$ cat config.mk
export PLATFORM = sky130hd
export DESIGN_NAME = cpg_generator
export DESIGN_NICKNAME = d
export VERILOG_FILES = /design/src/design/cpg_pkg.sv /design/src/design/cpg_prescaler.sv /design/src/design/cpg_dead_time.sv /design/src/design/cpg_generator.sv
export VERILOG_INCLUDE_DIRS = /design/src /design/src/design
export SDC_FILE = /design/constraint.sdc
export NUM_CORES = 1
export LEC_CHECK = 0
export BUFFER_PORTS_ARGS = -buffer_cell sky130_fd_sc_hd__buf_2
export CORE_MARGIN = 3
export CORE_UTILIZATION = 30
export CTS_BUF_LIST = sky130_fd_sc_hd__clkbuf_8
export DETAILED_ROUTE_END_ITERATION = 7
export MAX_ROUTING_LAYER = met4
export PLACE_DENSITY = 0.48
export REMOVE_ABC_BUFFERS = 1
export SLEW_MARGIN = 20
export SYNTH_ARGS = -nofsm -noshare
export SYNTH_HDL_FRONTEND = slang
export SYNTH_SLANG_ARGS = --single-unit
$ cat constraint.sdc
create_clock -name mclk -period 7.4 [get_ports mclk]
set_input_delay 1.48 -clock mclk [delete_from_list [all_inputs] [get_ports mclk]]
set_output_delay 1.48 -clock mclk [all_outputs]
set_load 0.01 [all_outputs]
$ cat src/design/cpg_regs.svh
// Constants for the complementary PWM generator
`ifndef CPG_REGS_SVH
`define CPG_REGS_SVH

// Oscillator period in ns, and the PWM clock period at prescale code 000
`define CPG_OSC_PERIOD_NS    40
`define CPG_PWM_CLK_BASE_NS  `CPG_OSC_PERIOD_NS

// Largest legal prescale code (110); each step doubles the PWM clock period
`define CPG_PRESCALE_MAX     3'h6
`define CPG_PRESCALE_WIDTH   3
`define CPG_DIV_WIDTH        6

// Width of the limit source select field, and the number of comparators
`define CPG_LIMIT_SEL_WIDTH  5
`define CPG_LIMIT_SOURCES    32

// Override data codes: bit 1 drives the high side, bit 0 the low side
`define CPG_OVR_HIGH_BIT     1
`define CPG_OVR_LOW_BIT      0
`define CPG_OVR_ZERO_DUTY    2'h1
`define CPG_OVR_FULL_DUTY    2'h2

// Centre-aligned compare leads the count by one
`define CPG_CENTER_LEAD      1

`endif

$ cat src/design/cpg_pkg.sv
// Types shared by the complementary PWM generator
package cpg_pkg;
    typedef enum logic {
        CPG_COUNT_UP   = 1'b0,
        CPG_COUNT_DOWN = 1'b1
    } cpg_dir_e;
endpackage : cpg_pkg

$ cat src/design/cpg_prescaler.sv
// PWM clock prescaler: one tick every 2^code oscillator periods
`timescale 1ns/1ps
`include "cpg_regs.svh"

module cpg_prescaler (
    input  wire logic [`CPG_PRESCALE_WIDTH-1:0] prescale,
    input  wire logic                           mclk,
    input  wire logic                           rst_b,
    input  wire logic                           run,
    output logic                                tick
);
    logic [`CPG_DIV_WIDTH-1:0]      div;
    logic [`CPG_DIV_WIDTH-1:0]      next_div;
    logic [`CPG_DIV_WIDTH-1:0]      mask;
    logic [`CPG_PRESCALE_WIDTH-1:0] code;

    always_comb begin
        // Code 111 is not a legal rate; clamp it to the slowest one
        code     = (prescale > `CPG_PRESCALE_MAX) ? `CPG_PRESCALE_MAX : prescale;
        mask     = (`CPG_DIV_WIDTH'(1) << code) - `CPG_DIV_WIDTH'(1);
        tick     = run && (div == mask);
        next_div = (tick || !run) ? '0 : div + `CPG_DIV_WIDTH'(1);
    end

    always_ff @(posedge mclk or negedge rst_b) begin
        if (!rst_b) begin
            div <= '0;
        end else begin
            div <= next_div;
        end
    end

    chk_prescale_rate: assert property (@(posedge mclk) disable iff (!rst_b)
        run && $past(run) && prescale == 3'h0 |-> tick)
        else $error("prescale 000 must tick every oscillator period");
endmodule : cpg_prescaler

$ cat src/design/cpg_dead_time.sv
// Dead-time insertion and interlock for the output pair
`timescale 1ns/1ps

module cpg_dead_time #(
    parameter int WIDTH = 16
) (
    input  wire logic             mclk,
    input  wire logic             rst_b,
    input  wire logic             run,
    input  wire logic             tick,
    input  wire logic             reqHigh,
    input  wire logic             reqLow,
    input  wire logic [WIDTH-1:0] dtHigh,
    input  wire logic [WIDTH-1:0] dtLow,
    output logic                  outHigh,
    output logic                  outLow
);
    logic [1:0]       req;
    logic [1:0]       out;
    logic [1:0]       next_out;
    logic [WIDTH-1:0] dt [2];
    logic [WIDTH-1:0] cnt [2];
    logic [WIDTH-1:0] next_cnt [2];

    assign req     = {reqLow, reqHigh};
    assign dt[0]   = dtHigh;
    assign dt[1]   = dtLow;
    assign outHigh = out[0];
    assign outLow  = out[1];

    // Every turn-on waits for the partner to be off plus its dead time,
    // whatever caused the edge, so late duty writes cannot shorten it
    always_comb begin
        for (int i = 0; i < 2; i++) begin
            next_out[i] = out[i];
            next_cnt[i] = cnt[i];
            if (!run || !req[i]) begin
                next_out[i] = 1'b0;
                next_cnt[i] = '0;
            end else if (!out[i] && !out[1-i] && !(i == 1 && req[0])) begin
                if (cnt[i] >= dt[i]) begin
                    next_out[i] = 1'b1;
                end else if (tick) begin
                    next_cnt[i] = cnt[i] + WIDTH'(1);
                end
            end else if (!out[i]) begin
                next_cnt[i] = '0;
            end
        end
    end

    always_ff @(posedge mclk or negedge rst_b) begin
        if (!rst_b) begin
            out    <= 2'h0;
            cnt[0] <= '0;
            cnt[1] <= '0;
        end else begin
            out    <= next_out;
            cnt[0] <= next_cnt[0];
            cnt[1] <= next_cnt[1];
        end
    end

    chk_no_overlap: assert property (@(posedge mclk) disable iff (!rst_b)
        !(outHigh && outLow))
        else $error("both outputs on at once");

    chk_dead_gap: assert property (@(posedge mclk) disable iff (!rst_b)
        $rose(outHigh) && dtHigh != '0 |-> $past(!outLow, 2))
        else $error("high side turned on without dead time");
endmodule : cpg_dead_time

$ cat src/design/cpg_generator.sv
// Complementary PWM generator with dead time, overrides and current reset
//
// What this block does
// - Immediate update changes outputs at once
// - Independent or master time base, same dead time
// - Duty zero holds low; duty=period holds high
// - Centre mode: period+2 full, zero empty
// - Edge mode: period+1 full, zero empty
// - Override data 01 empty, 10 full
// - Override sync: period boundary or next clock
// - Separate high and low override enables
// - Current-reset mode restarts cycle every event
// - Five-bit select picks the limit comparator
// - Prescale codes 000-110 double PWM clock
// - Code 000 gives one oscillator period
// - Buffered updates load at period boundary; enable
// - Duty source: own or shared master duty
`timescale 1ns/1ps
`include "cpg_regs.svh"

module cpg_generator #(
    parameter int WIDTH         = 16,
    parameter int LIMIT_SOURCES = `CPG_LIMIT_SOURCES
) (
    input  wire logic                            mclk,
    input  wire logic                            rst_b,
    input  wire logic                            timeBaseEnable,
    input  wire logic                            independentTimeBaseMode,
    input  wire logic                            immediateUpdate,
    input  wire logic                            currentResetMode,
    input  wire logic                            masterDutySelect,
    input  wire logic                            centerAligned,
    input  wire logic [`CPG_PRESCALE_WIDTH-1:0]  pwmClockPrescale,
    input  wire logic [WIDTH-1:0]                dutyCycleValue,
    input  wire logic [WIDTH-1:0]                masterDutyValue,
    input  wire logic [WIDTH-1:0]                phaseShiftValue,
    input  wire logic [WIDTH-1:0]                masterPeriodValue,
    input  wire logic [WIDTH-1:0]                deadTimeValue,
    input  wire logic [WIDTH-1:0]                alternateDeadTimeValue,
    input  wire logic                            highSideOverrideEnable,
    input  wire logic                            lowSideOverrideEnable,
    input  wire logic [1:0]                      overrideDataField,
    input  wire logic                            overrideSyncSelect,
    input  wire logic [`CPG_LIMIT_SEL_WIDTH-1:0] limitSourceSelect,
    input  wire logic [LIMIT_SOURCES-1:0]        limitComparator,
    output logic                                 highSideOutput,
    output logic                                 lowSideOutput,
    output logic [WIDTH-1:0]                     timeBaseCount,
    output logic                                 periodMark
);
    if (WIDTH < 2 || WIDTH > 32) begin : g_bad_width
        $error("WIDTH must lie between 2 and 32");
    end
    if (LIMIT_SOURCES != (1 << `CPG_LIMIT_SEL_WIDTH)) begin : g_bad_sources
        $error("LIMIT_SOURCES must match the select field");
    end

    logic                 tick;
    logic                 run;
    logic                 boundary;
    logic                 limitLevel;
    logic                 limitPrev;
    logic                 next_limitPrev;
    logic                 limitEvent;
    logic [WIDTH-1:0]     count;
    logic [WIDTH-1:0]     next_count;
    cpg_pkg::cpg_dir_e    dir;
    cpg_pkg::cpg_dir_e    next_dir;
    logic [WIDTH-1:0]     periodSel;
    logic [WIDTH-1:0]     dutySel;
    logic [WIDTH-1:0]     periodAct;
    logic [WIDTH-1:0]     next_periodAct;
    logic [WIDTH-1:0]     dutyAct;
    logic [WIDTH-1:0]     next_dutyAct;
    logic                 ovHigh;
    logic                 next_ovHigh;
    logic                 ovLow;
    logic                 next_ovLow;
    logic [1:0]           ovData;
    logic [1:0]           next_ovData;
    logic                 rawHigh;
    logic                 reqHigh;
    logic                 reqLow;
    logic                 next_periodMark;

    assign run = timeBaseEnable;

    cpg_prescaler u_prescaler (
        .prescale (pwmClockPrescale),
        .mclk     (mclk),
        .rst_b    (rst_b),
        .run      (run),
        .tick     (tick)
    );

    // Compare of count against duty, shared by both alignments
    function automatic logic below_duty(input logic [WIDTH-1:0] cnt, input logic [WIDTH-1:0] duty,
                                        input logic lead);
        logic [WIDTH:0] c;
        c = {1'b0, cnt} + (WIDTH+1)'(lead);
        return c < {1'b0, duty};
    endfunction : below_duty

    // Time base and limit detection
    always_comb begin
        periodSel      = independentTimeBaseMode ? phaseShiftValue : masterPeriodValue;
        dutySel        = masterDutySelect ? masterDutyValue : dutyCycleValue;
        limitLevel     = limitComparator[limitSourceSelect];
        next_limitPrev = limitLevel;
        // Edge detect so a long limit pulse restarts the cycle only once
        limitEvent     = run && currentResetMode && limitLevel && !limitPrev;
        next_count     = count;
        next_dir       = dir;
        boundary       = 1'b0;
        if (!run) begin
            next_count = '0;
            next_dir   = cpg_pkg::CPG_COUNT_UP;
        end else if (limitEvent) begin
            next_count = '0;
            next_dir   = cpg_pkg::CPG_COUNT_UP;
            boundary   = 1'b1;
        end else if (tick) begin
            unique case (dir)
                cpg_pkg::CPG_COUNT_UP: begin
                    if (count >= periodAct) begin
                        if (centerAligned) begin
                            next_dir   = cpg_pkg::CPG_COUNT_DOWN;
                            next_count = count - WIDTH'(1);
                        end else begin
                            next_count = '0;
                            boundary   = 1'b1;
                        end
                    end else begin
                        next_count = count + WIDTH'(1);
                    end
                end
                cpg_pkg::CPG_COUNT_DOWN: begin
                    if (count == '0) begin
                        next_dir   = cpg_pkg::CPG_COUNT_UP;
                        next_count = WIDTH'(1);
                        boundary   = 1'b1;
                    end else begin
                        next_count = count - WIDTH'(1);
                    end
                end
            endcase
        end
        next_periodMark = boundary;
    end

    always_ff @(posedge mclk or negedge rst_b) begin
        if (!rst_b) begin
            count      <= '0;
            dir        <= cpg_pkg::CPG_COUNT_UP;
            limitPrev  <= 1'b0;
            periodMark <= 1'b0;
        end else begin
            count      <= next_count;
            dir        <= next_dir;
            limitPrev  <= next_limitPrev;
            periodMark <= next_periodMark;
        end
    end

    assign timeBaseCount = count;

    // Duty and period buffers, plus override state
    always_comb begin
        next_dutyAct   = dutyAct;
        next_periodAct = periodAct;
        if (immediateUpdate || boundary || !run) begin
            next_dutyAct   = dutySel;
            next_periodAct = periodSel;
        end
        next_ovHigh = ovHigh;
        next_ovLow  = ovLow;
        next_ovData = ovData;
        // Period sync trades response time for whole-period output states
        if (!overrideSyncSelect || boundary || !run) begin
            next_ovHigh = highSideOverrideEnable;
            next_ovLow  = lowSideOverrideEnable;
            next_ovData = overrideDataField;
        end
    end

    always_ff @(posedge mclk or negedge rst_b) begin
        if (!rst_b) begin
            dutyAct   <= '0;
            periodAct <= '0;
            ovHigh    <= 1'b0;
            ovLow     <= 1'b0;
            ovData    <= 2'h0;
        end else begin
            dutyAct   <= next_dutyAct;
            periodAct <= next_periodAct;
            ovHigh    <= next_ovHigh;
            ovLow     <= next_ovLow;
            ovData    <= next_ovData;
        end
    end

    // Raw waveform; the end states have no edges so dead time never eats them
    always_comb begin
        if (dutyAct == '0) begin
            rawHigh = 1'b0;
        end else if (dutyAct >= periodAct) begin
            rawHigh = 1'b1;
        end else if (centerAligned) begin
            rawHigh = below_duty(count, dutyAct, 1'(`CPG_CENTER_LEAD));
        end else begin
            rawHigh = below_duty(count, dutyAct, 1'b0);
        end
        reqHigh = ovHigh ? ovData[`CPG_OVR_HIGH_BIT] : rawHigh;
        reqLow  = ovLow ? ovData[`CPG_OVR_LOW_BIT] : !rawHigh;
    end

    // Overrides feed the same dead-time stage, so release cannot glitch
    cpg_dead_time #(
        .WIDTH (WIDTH)
    ) u_dead_time (
        .mclk    (mclk),
        .rst_b   (rst_b),
        .run     (run),
        .tick    (tick),
        .reqHigh (reqHigh),
        .reqLow  (reqLow),
        .dtHigh  (deadTimeValue),
        .dtLow   (alternateDeadTimeValue),
        .outHigh (highSideOutput),
        .outLow  (lowSideOutput)
    );

    chk_zero_duty: assert property (@(posedge mclk) disable iff (!rst_b)
        run && !ovHigh && !ovLow && dutyAct == '0 |-> !reqHigh && reqLow)
        else $error("zero duty must hold only the low side");

    chk_full_duty: assert property (@(posedge mclk) disable iff (!rst_b)
        run && !ovLow && dutyAct != '0 && dutyAct >= periodAct |-> !reqLow)
        else $error("full duty must hold off the low side");

    chk_full_steady: assert property (@(posedge mclk) disable iff (!rst_b)
        (run && !ovHigh && !ovLow && dutyAct != '0 && dutyAct >= periodAct &&
         deadTimeValue == '0 && alternateDeadTimeValue == '0) [*3] |-> highSideOutput)
        else $error("full duty did not settle on the high side");

    chk_override_data: assert property (@(posedge mclk) disable iff (!rst_b)
        ovHigh && ovLow && ovData == `CPG_OVR_ZERO_DUTY |-> !reqHigh && reqLow)
        else $error("override 01 must give the zero-duty state");

    chk_override_sync: assert property (@(posedge mclk) disable iff (!rst_b)
        run && overrideSyncSelect && !boundary |=> $stable(ovHigh) && $stable(ovData))
        else $error("synchronised override changed mid-period");

    chk_override_now: assert property (@(posedge mclk) disable iff (!rst_b)
        !overrideSyncSelect |=> ovLow == $past(lowSideOverrideEnable))
        else $error("unsynchronised override did not apply next clock");

    chk_buffered_duty: assert property (@(posedge mclk) disable iff (!rst_b)
        run && !immediateUpdate && !boundary |=> $stable(dutyAct))
        else $error("buffered duty changed away from a boundary");

    chk_immediate_duty: assert property (@(posedge mclk) disable iff (!rst_b)
        immediateUpdate |=> dutyAct == $past(dutySel))
        else $error("immediate duty write did not land");

    chk_limit_reset: assert property (@(posedge mclk) disable iff (!rst_b)
        limitEvent |=> count == '0 && periodMark)
        else $error("limit event did not restart the cycle");

    chk_period_wrap: assert property (@(posedge mclk) disable iff (!rst_b)
        run && tick && !centerAligned && !limitEvent && count >= periodAct |=> count == '0)
        else $error("edge time base did not wrap at the period");
endmodule : cpg_generator

======== Word level (Yosys, flattened, before mapping) ========
Index checks and enable logic that the tools add are counted.
operators by class
  reductions and logical operators ........ 31
  equal/unequal tests ..................... 8
  order comparisons ....................... 8
  shifts and indexed selects .............. 1
  bitwise gates (word level) .............. 1
  $add $sub $neg .......................... 7
  mux-type cells .......................... 48
  divide/modulo/power cells ............... 0
  $mul .................................... 0
operators with widths
  kind                     number
  $mux W16                 18
  $ge A16 B16 Y1           4
  $add A16 B1 Y16 const B  3
  $logic_not A16 Y1        2
  $pmux W16 S2             1
  $mux W1                  24
  $add A16 B1 Y17 const B  1
  $lt A17 B16 Y1           1
  $lt A16 B16 Y1           1
  $sub A16 B1 Y16 const B  1
  $ne A3 B2 Y1 const B     4
  $logic_not A1 Y1         8
  $reduce_bool A2 Y1       4
  $logic_or A1 B1 Y1       7
  $add A6 B1 Y6 const B    1
  $eq A6 B6 Y1             1
  $logic_and A1 B1 Y1      6
  $lt A5 B6 Y1 const B     1
  $mux W6                  1
  $ne A3 B3 Y1 const B     2
  $reduce_and A3 Y1        2
  $shl A1 B3 Y6 const A    1
  $sub A6 B2 Y6 const B    1
  $bmux W1 S5              1
  other kinds (6)          8
word-level totals
  bits in registers ....................... 95
  RAM bits ................................ 0
  bits in read-only memories .............. 0
  output and inout port bits .............. 19
  latch bits .............................. 0
  input bits .............................. 149
  memories kept ........................... 0
  word-level logic and storage cells ...... 118

======== Logic depth before layout (Yosys ltp) ========
  word-level depth ........................ 11
  mapped depth ............................ 17
  mapped depth without buffers ............ 15

======== By module ========
Synthesis repeated with hierarchy kept, for this count alone.
second synthesis, totals
  cell total of the unflattened synthesis .. 933
  area, all modules ....................... 8380.5 um2
by module, submodules not included
  module         instances  seq. area each (um2)  area each (um2)  cells an instance
  cpg_generator  1          1376.3                5172.5           566
  cpg_dead_time  1          850.8                 2725.1           318
  cpg_prescaler  1          150.1                 483.0            49

======== Worst setup path before layout ========
OpenSTA, ideal clock, no wires.
  path kind ............................... input port to flip-flop
  from .................................... in pwmClockPrescale[1]
  to ...................................... reg u_dead_time.cnt[10] in the netlist's numbering
  path buffers ............................ 3
  data arrival time ....................... 3.776 ns
  stages .................................. 11
  required time ........................... 7.274 ns
  setup time .............................. 0.126 ns
  path slack .............................. 3.498 ns
  cells stage by stage .................... buf_6 or3b_1 a21boi_1 o311ai_1 a22o_1 buf_6 or4_4 a21oi_2 a221oi_2 buf_6 a221o_1
between the ends
  cells in the longest elaborated chain, start to end .. 8
RTL lines
  element                                 RTL line             source
  from (decl)                             cpg_generator.sv:33  input wire logic [`CPG_PRESCALE_WIDTH-1:0] pwmClockPrescale,
  $gt A3 B3 Y1 (no source line)           --
  $mux W3 (*)                             cpg_prescaler.sv:19  code = (prescale > `CPG_PRESCALE_MAX) ? `CPG_PRESCALE_MAX : prescale;
  $shl A1 B3 Y6 (no source line) (*)      --
  $sub A6 B2 Y6 (*)                       cpg_prescaler.sv:20  mask = (`CPG_DIV_WIDTH'(1) << code) - `CPG_DIV_WIDTH'(1);
  $eq A6 B6 Y1 (*)                        cpg_prescaler.sv:21  tick = run && (div == mask);
  $logic_and A1 B1 Y1 (*)                 cpg_prescaler.sv:21
  $ne A3 B2 Y1 (no source line) (*)       --
  $reduce_and A3 Y1 (no source line) (*)  --
  to (decl)                               cpg_dead_time.sv:22  logic [WIDTH-1:0] cnt [2];
Mark *: on every way between the ends. The rest lies on a longest branch, timed or not.
A chain may end at the register's enable or synchronous reset.

======== Worst setup path in the final report ========
  from .................................... reg count[0] (netlist: timeBaseCount[0])
  to ...................................... reg u_dead_time.cnt[0] in the netlist's numbering
between the ends
  cells in the longest elaborated chain, start to end .. 11
  elaborated cells on any way between the ends .. 19
  those cells by class .................... add/sub (1); order compare (2); eq/ne (3); mux (7); reduce/logical (6)
RTL lines
  element                                                               RTL line              source
  from (decl)                                                           cpg_generator.sv:65   logic [WIDTH-1:0] count;
  from (signal assigned)                                                cpg_generator.sv:158  count <= next_count;
  $add A16 B1 Y17                                                       cpg_generator.sv:100  c = {1'b0, cnt} + (WIDTH+1)'(lead);
  $lt A17 B16 Y1                                                        cpg_generator.sv:101  return c < {1'b0, duty};
  $mux W1 (*)                                                           cpg_generator.sv:208  end else if (centerAligned) begin
  $mux W1 (*)                                                           cpg_generator.sv:206  end else if (dutyAct >= periodAct) begin
  $mux W1 (*)                                                           cpg_generator.sv:204  if (dutyAct == '0) begin
  $logic_not A1 Y1                                                      cpg_generator.sv:214  reqLow = ovLow ? ovData[`CPG_OVR_LOW_BIT] : !rawHigh;
  $mux W1                                                               cpg_generator.sv:214
  $logic_not A1 Y1                                                      cpg_dead_time.sv:37   if (!run || !req[i]) begin
  $logic_or A1 B1 Y1                                                    cpg_dead_time.sv:37
  $ne A3 B3 Y1 (no source line) / $ne A3 B2 Y1 (equally long branches)  --
  $reduce_and A3 Y1 (no source line)                                    --
Marks and branches as above.

==> flow_metrics.env <==
export IMPL_final_util_pct=35.63
export IMPL_io_pins=168
export IMPL_synth_top_family_by_area="simple AND/OR/NAND/NOR gates"
export IMPL_final_cells=1390
export IMPL_hold_path_startpoint="ovData[0]"
export IMPL_required_ns=7.73
export IMPL_critPathArrivalTime_ns=4.95
export IMPL_crit_slowest_cell="nor3_2"
export IMPL_cts_hold_fix_buffers=0
export IMPL_clock_sinks=95
export IMPL_synth_edff_count=0
export IMPL_whs_ns=0.5333
export IMPL_fp_dieArea_um2=28760
export IMPL_synth_fa_ha_area_share_pct=15.59
export IMPL_cp_top_family="simple AND/OR/NAND/NOR gates"
export IMPL_fp_dieH_um=169.6
export IMPL_avgRoutedWirePerCell_um=16.30
export IMPL_r2r_end="u_dead_time.cnt[0]"
export IMPL_cp_depth=14
export IMPL_synthMuxAreaShare_pct=12.62
export IMPL_worst_r2r_cell_count=14
export IMPL_criticalPathCategory="flop to flop"
export IMPL_slew_headroom_pct=31.89
export IMPL_clk_latency_ns=0.39
export IMPL_status="finished, final reports clean"
export IMPL_cts_setup_buffers=0
export IMPL_synth_cells=901
export IMPL_hold_depth=1
export IMPL_setup_viol=0
export IMPL_viasPerCell=5.054
export IMPL_avgSynthCellArea_um2=8.910
export IMPL_async_reset_ff_share_pct=100.0
export IMPL_synth_ff_type="dfrtp_1"
export IMPL_initial_utilization_pct=30.63
export IMPL_layout_commonest_cell="buf_2"
export IMPL_final_hold_violation_count=0
export IMPL_critical_path_max_stage_delay_ns=0.78
export IMPL_die_width_um=169.6
export IMPL_drive_gt1_share_pct=20.78
export IMPL_drt_iter0_drc=442
export IMPL_critPathLaunchType="flop"
export IMPL_io_buffer_count=167
export IMPL_syn2layout_area_growth_pct=16.30
export IMPL_synth_simple_area_share_pct=18.38
export IMPL_grt_ovfl_total=0
export IMPL_worstPathBufferInverterCount=1
export IMPL_wl_um=22660
export IMPL_drc_errors=0
export IMPL_postRouteAntennaNets=0
export IMPL_max_clock_path_buffers=2
export IMPL_setup_tns_ns=0
export IMPL_antenna_found_initial=0
export IMPL_fin_skew_ns=0.02088
export IMPL_cts_made_buffers=9
export IMPL_via_count=7025
export IMPL_p_leak_nw=4.704
export IMPL_syn_area_um2=8028
export IMPL_max_cap_viol_count=0
export IMPL_min_period_over_period_pct=62.48
export IMPL_grt_max_degree=69
export IMPL_grt_setup_unrepaired="no"
export IMPL_drtPass1Iterations=5
export IMPL_core_um2=26210
export IMPL_fmax_mhz=216.3
export IMPL_ys_seq_area_share_pct=29.61
export IMPL_clk_pin_slew_ns=0.11
export IMPL_hold_class="flop to flop"
export IMPL_yosys_area_share_xor_xnor_pct=2.400
export IMPL_r2r_setup_slack_ns=2.78
export IMPL_rows=59
export IMPL_crit_chain="ha_1 -> nand4_1 -> nor3_1 -> xor2_1 -> ha_1 -> nand4_1 -> nor2_1 -> o211ai_1 -> a21oi_1 -> o32a_1 -> a22oi_1 -> buf_4 -> nor3_2 -> mux2_2"
export IMPL_cp_max_fo=16
export IMPL_rr_startpoint="timeBaseCount[0]"
export IMPL_period_minus_slack_ns=4.624
export IMPL_powerDensity_nw_per_um2=124.6
export IMPL_cts_htree_levels=3
export IMPL_place_congestion=0.8036
export IMPL_track_usage_pct=16.00
export IMPL_fin_nets=1298
export IMPL_grt_pass1_wl_um=36290
export IMPL_synthDistinctLibCells=66
export IMPL_ir_drop_uv=56.65
export IMPL_drv_slew=0
export IMPL_min_to="ovData[0]"
export IMPL_grt_pass1_vias=6874
export IMPL_p_total_mw=1.164
export IMPL_worst_pin_slew_ns=1.016
export IMPL_hpwlAfterDp_um=17700
export IMPL_post_cts_resize_count=0
export IMPL_cts_tree="built"
export IMPL_cts_root_buf="clkbuf_8"
export IMPL_placed_cells=1373
export IMPL_timing_critical_path_to_type="flop"
export IMPL_final_cell_mix="buf_2, ha_1, dfrtp_1"
export IMPL_ys_ff_latch=95
export IMPL_synth_compound_area_share_pct=15.21
export IMPL_ys_warn_count=0
==> power by group <==
part           switching (mW)  leakage (nW)  total [mW]  internal (mW)
Clock                   0.205        0.0994       0.336          0.131
Combinational           0.148          3.37       0.265          0.117
Sequential             0.0193          1.24       0.563          0.544
Total                   0.372          4.70        1.16          0.791
==> synth_stat cells, types with 6 or more instances <==
cell | count | area share, %
nor4_1 | 9 | 0.70
nand3_1 | 31 | 1.9
inv_1 | 84 | 3.9
a21oi_1 | 54 | 3.4
clkbuf_1 | 27 | 1.3
o21ai_0 | 39 | 2.4
nor3_1 | 39 | 2.4
a211oi_1 | 12 | 1.1
a221o_1 | 14 | 1.7
ha_1 | 100 | 16
a22oi_1 | 6 | 0.56
dfrtp_1 | 95 | 30
xor2_1 | 6 | 0.65
mux4_2 | 8 | 2.2
mux2_2 | 10 | 1.4
xnor2_1 | 16 | 1.7
mux2i_1 | 72 | 9.0
nand2_1 | 57 | 2.7
nand4_1 | 14 | 1.1
or3_1 | 7 | 0.55
and3_1 | 18 | 1.4
a21o_1 | 15 | 1.4
nand2b_1 | 6 | 0.47
nor2b_1 | 9 | 0.70
nor2_1 | 65 | 3.0
==> metal layers <==
metal	up-vias	part of all wire, %	global-route usage [%]
li1	3593	-	-
met1	3305	48	21.95
met2	112	48	25.45
met3	15	3.0	1.514
met4	0	1.3	4.125
met5	-	0	-
==> through the flow <==
stage / area, um^2 / worst slack [ns]
2_1_floorplan: 7846 / 1.168
3_3_place_gp: 9161 / 2.777
3_5_place_dp: 9161 / 2.807
4_1_cts: 9334 / 2.784
5_1_grt: 9334 / 2.490
6_report: 9336 / 2.776
==> layout make-up <==
type | count | area [um^2]
tap | 335 | 419.2
antenna | 1 | 2.502
timing repair buffer | 174 | 890.9
clock inverter | 6 | 35.03
inverter | 84 | 315.3
sequential | 95 | 2377
multi-input combinational | 685 | 5159
clock buffer | 10 | 137.6
fill | 2723 | 16870
==> sequential cells by signal, indices dropped and copies added, names as in the netlist <==
signal	flops
u_dead_time.cnt	32
u_prescaler.div	6
u_dead_time.out	2
periodMark	1
ovLow	1
dutyAct	16
periodAct	16
ovHigh	1
timeBaseCount	16
limitPrev	1
ovData	2
dir	1
==> worst max-delay path by stage <==
stage | from | endpoint | slack, ns
final | timeBaseCount[0] | u_dead_time.cnt[0] | 2.78
after floorplan | pwmClockPrescale[0] | periodAct[0] | 1.17
after detailed placement | timeBaseCount[0] | u_dead_time.cnt[0] | 2.81
after CTS | timeBaseCount[0] | u_dead_time.cnt[0] | 2.78
after global placement | timeBaseCount[0] | u_dead_time.cnt[0] | 2.78
after global routing | timeBaseCount[0] | u_dead_time.cnt[4] | 2.49
==> worst register-to-register path: stages, from the launching register on <==
cell and delay, ns:
dfrtp_1 0.66, ha_1 0.32, nand4_1 0.20, nor3_1 0.56
xor2_1 0.15, ha_1 0.34, nand4_1 0.14, nor2_1 0.20
o211ai_1 0.12, a21oi_1 0.17, o32a_1 0.28, a22oi_1 0.10
buf_4 0.25, nor3_2 0.78, mux2_2 0.30
==> cell families (layout without fill, tap and decap cells) <==
group,Yosys count,count (layout)
other,0,1
and+or+nand+nor,289,289
xor gates and xnor gates,22,22
muxes,90,90
buffers and inverters,121,274
DFF,95,95
AOI/OAI and AO/OA,184,184
adders and majority gates,100,100
No activity file was read; power rests on OpenSTA's default activity.
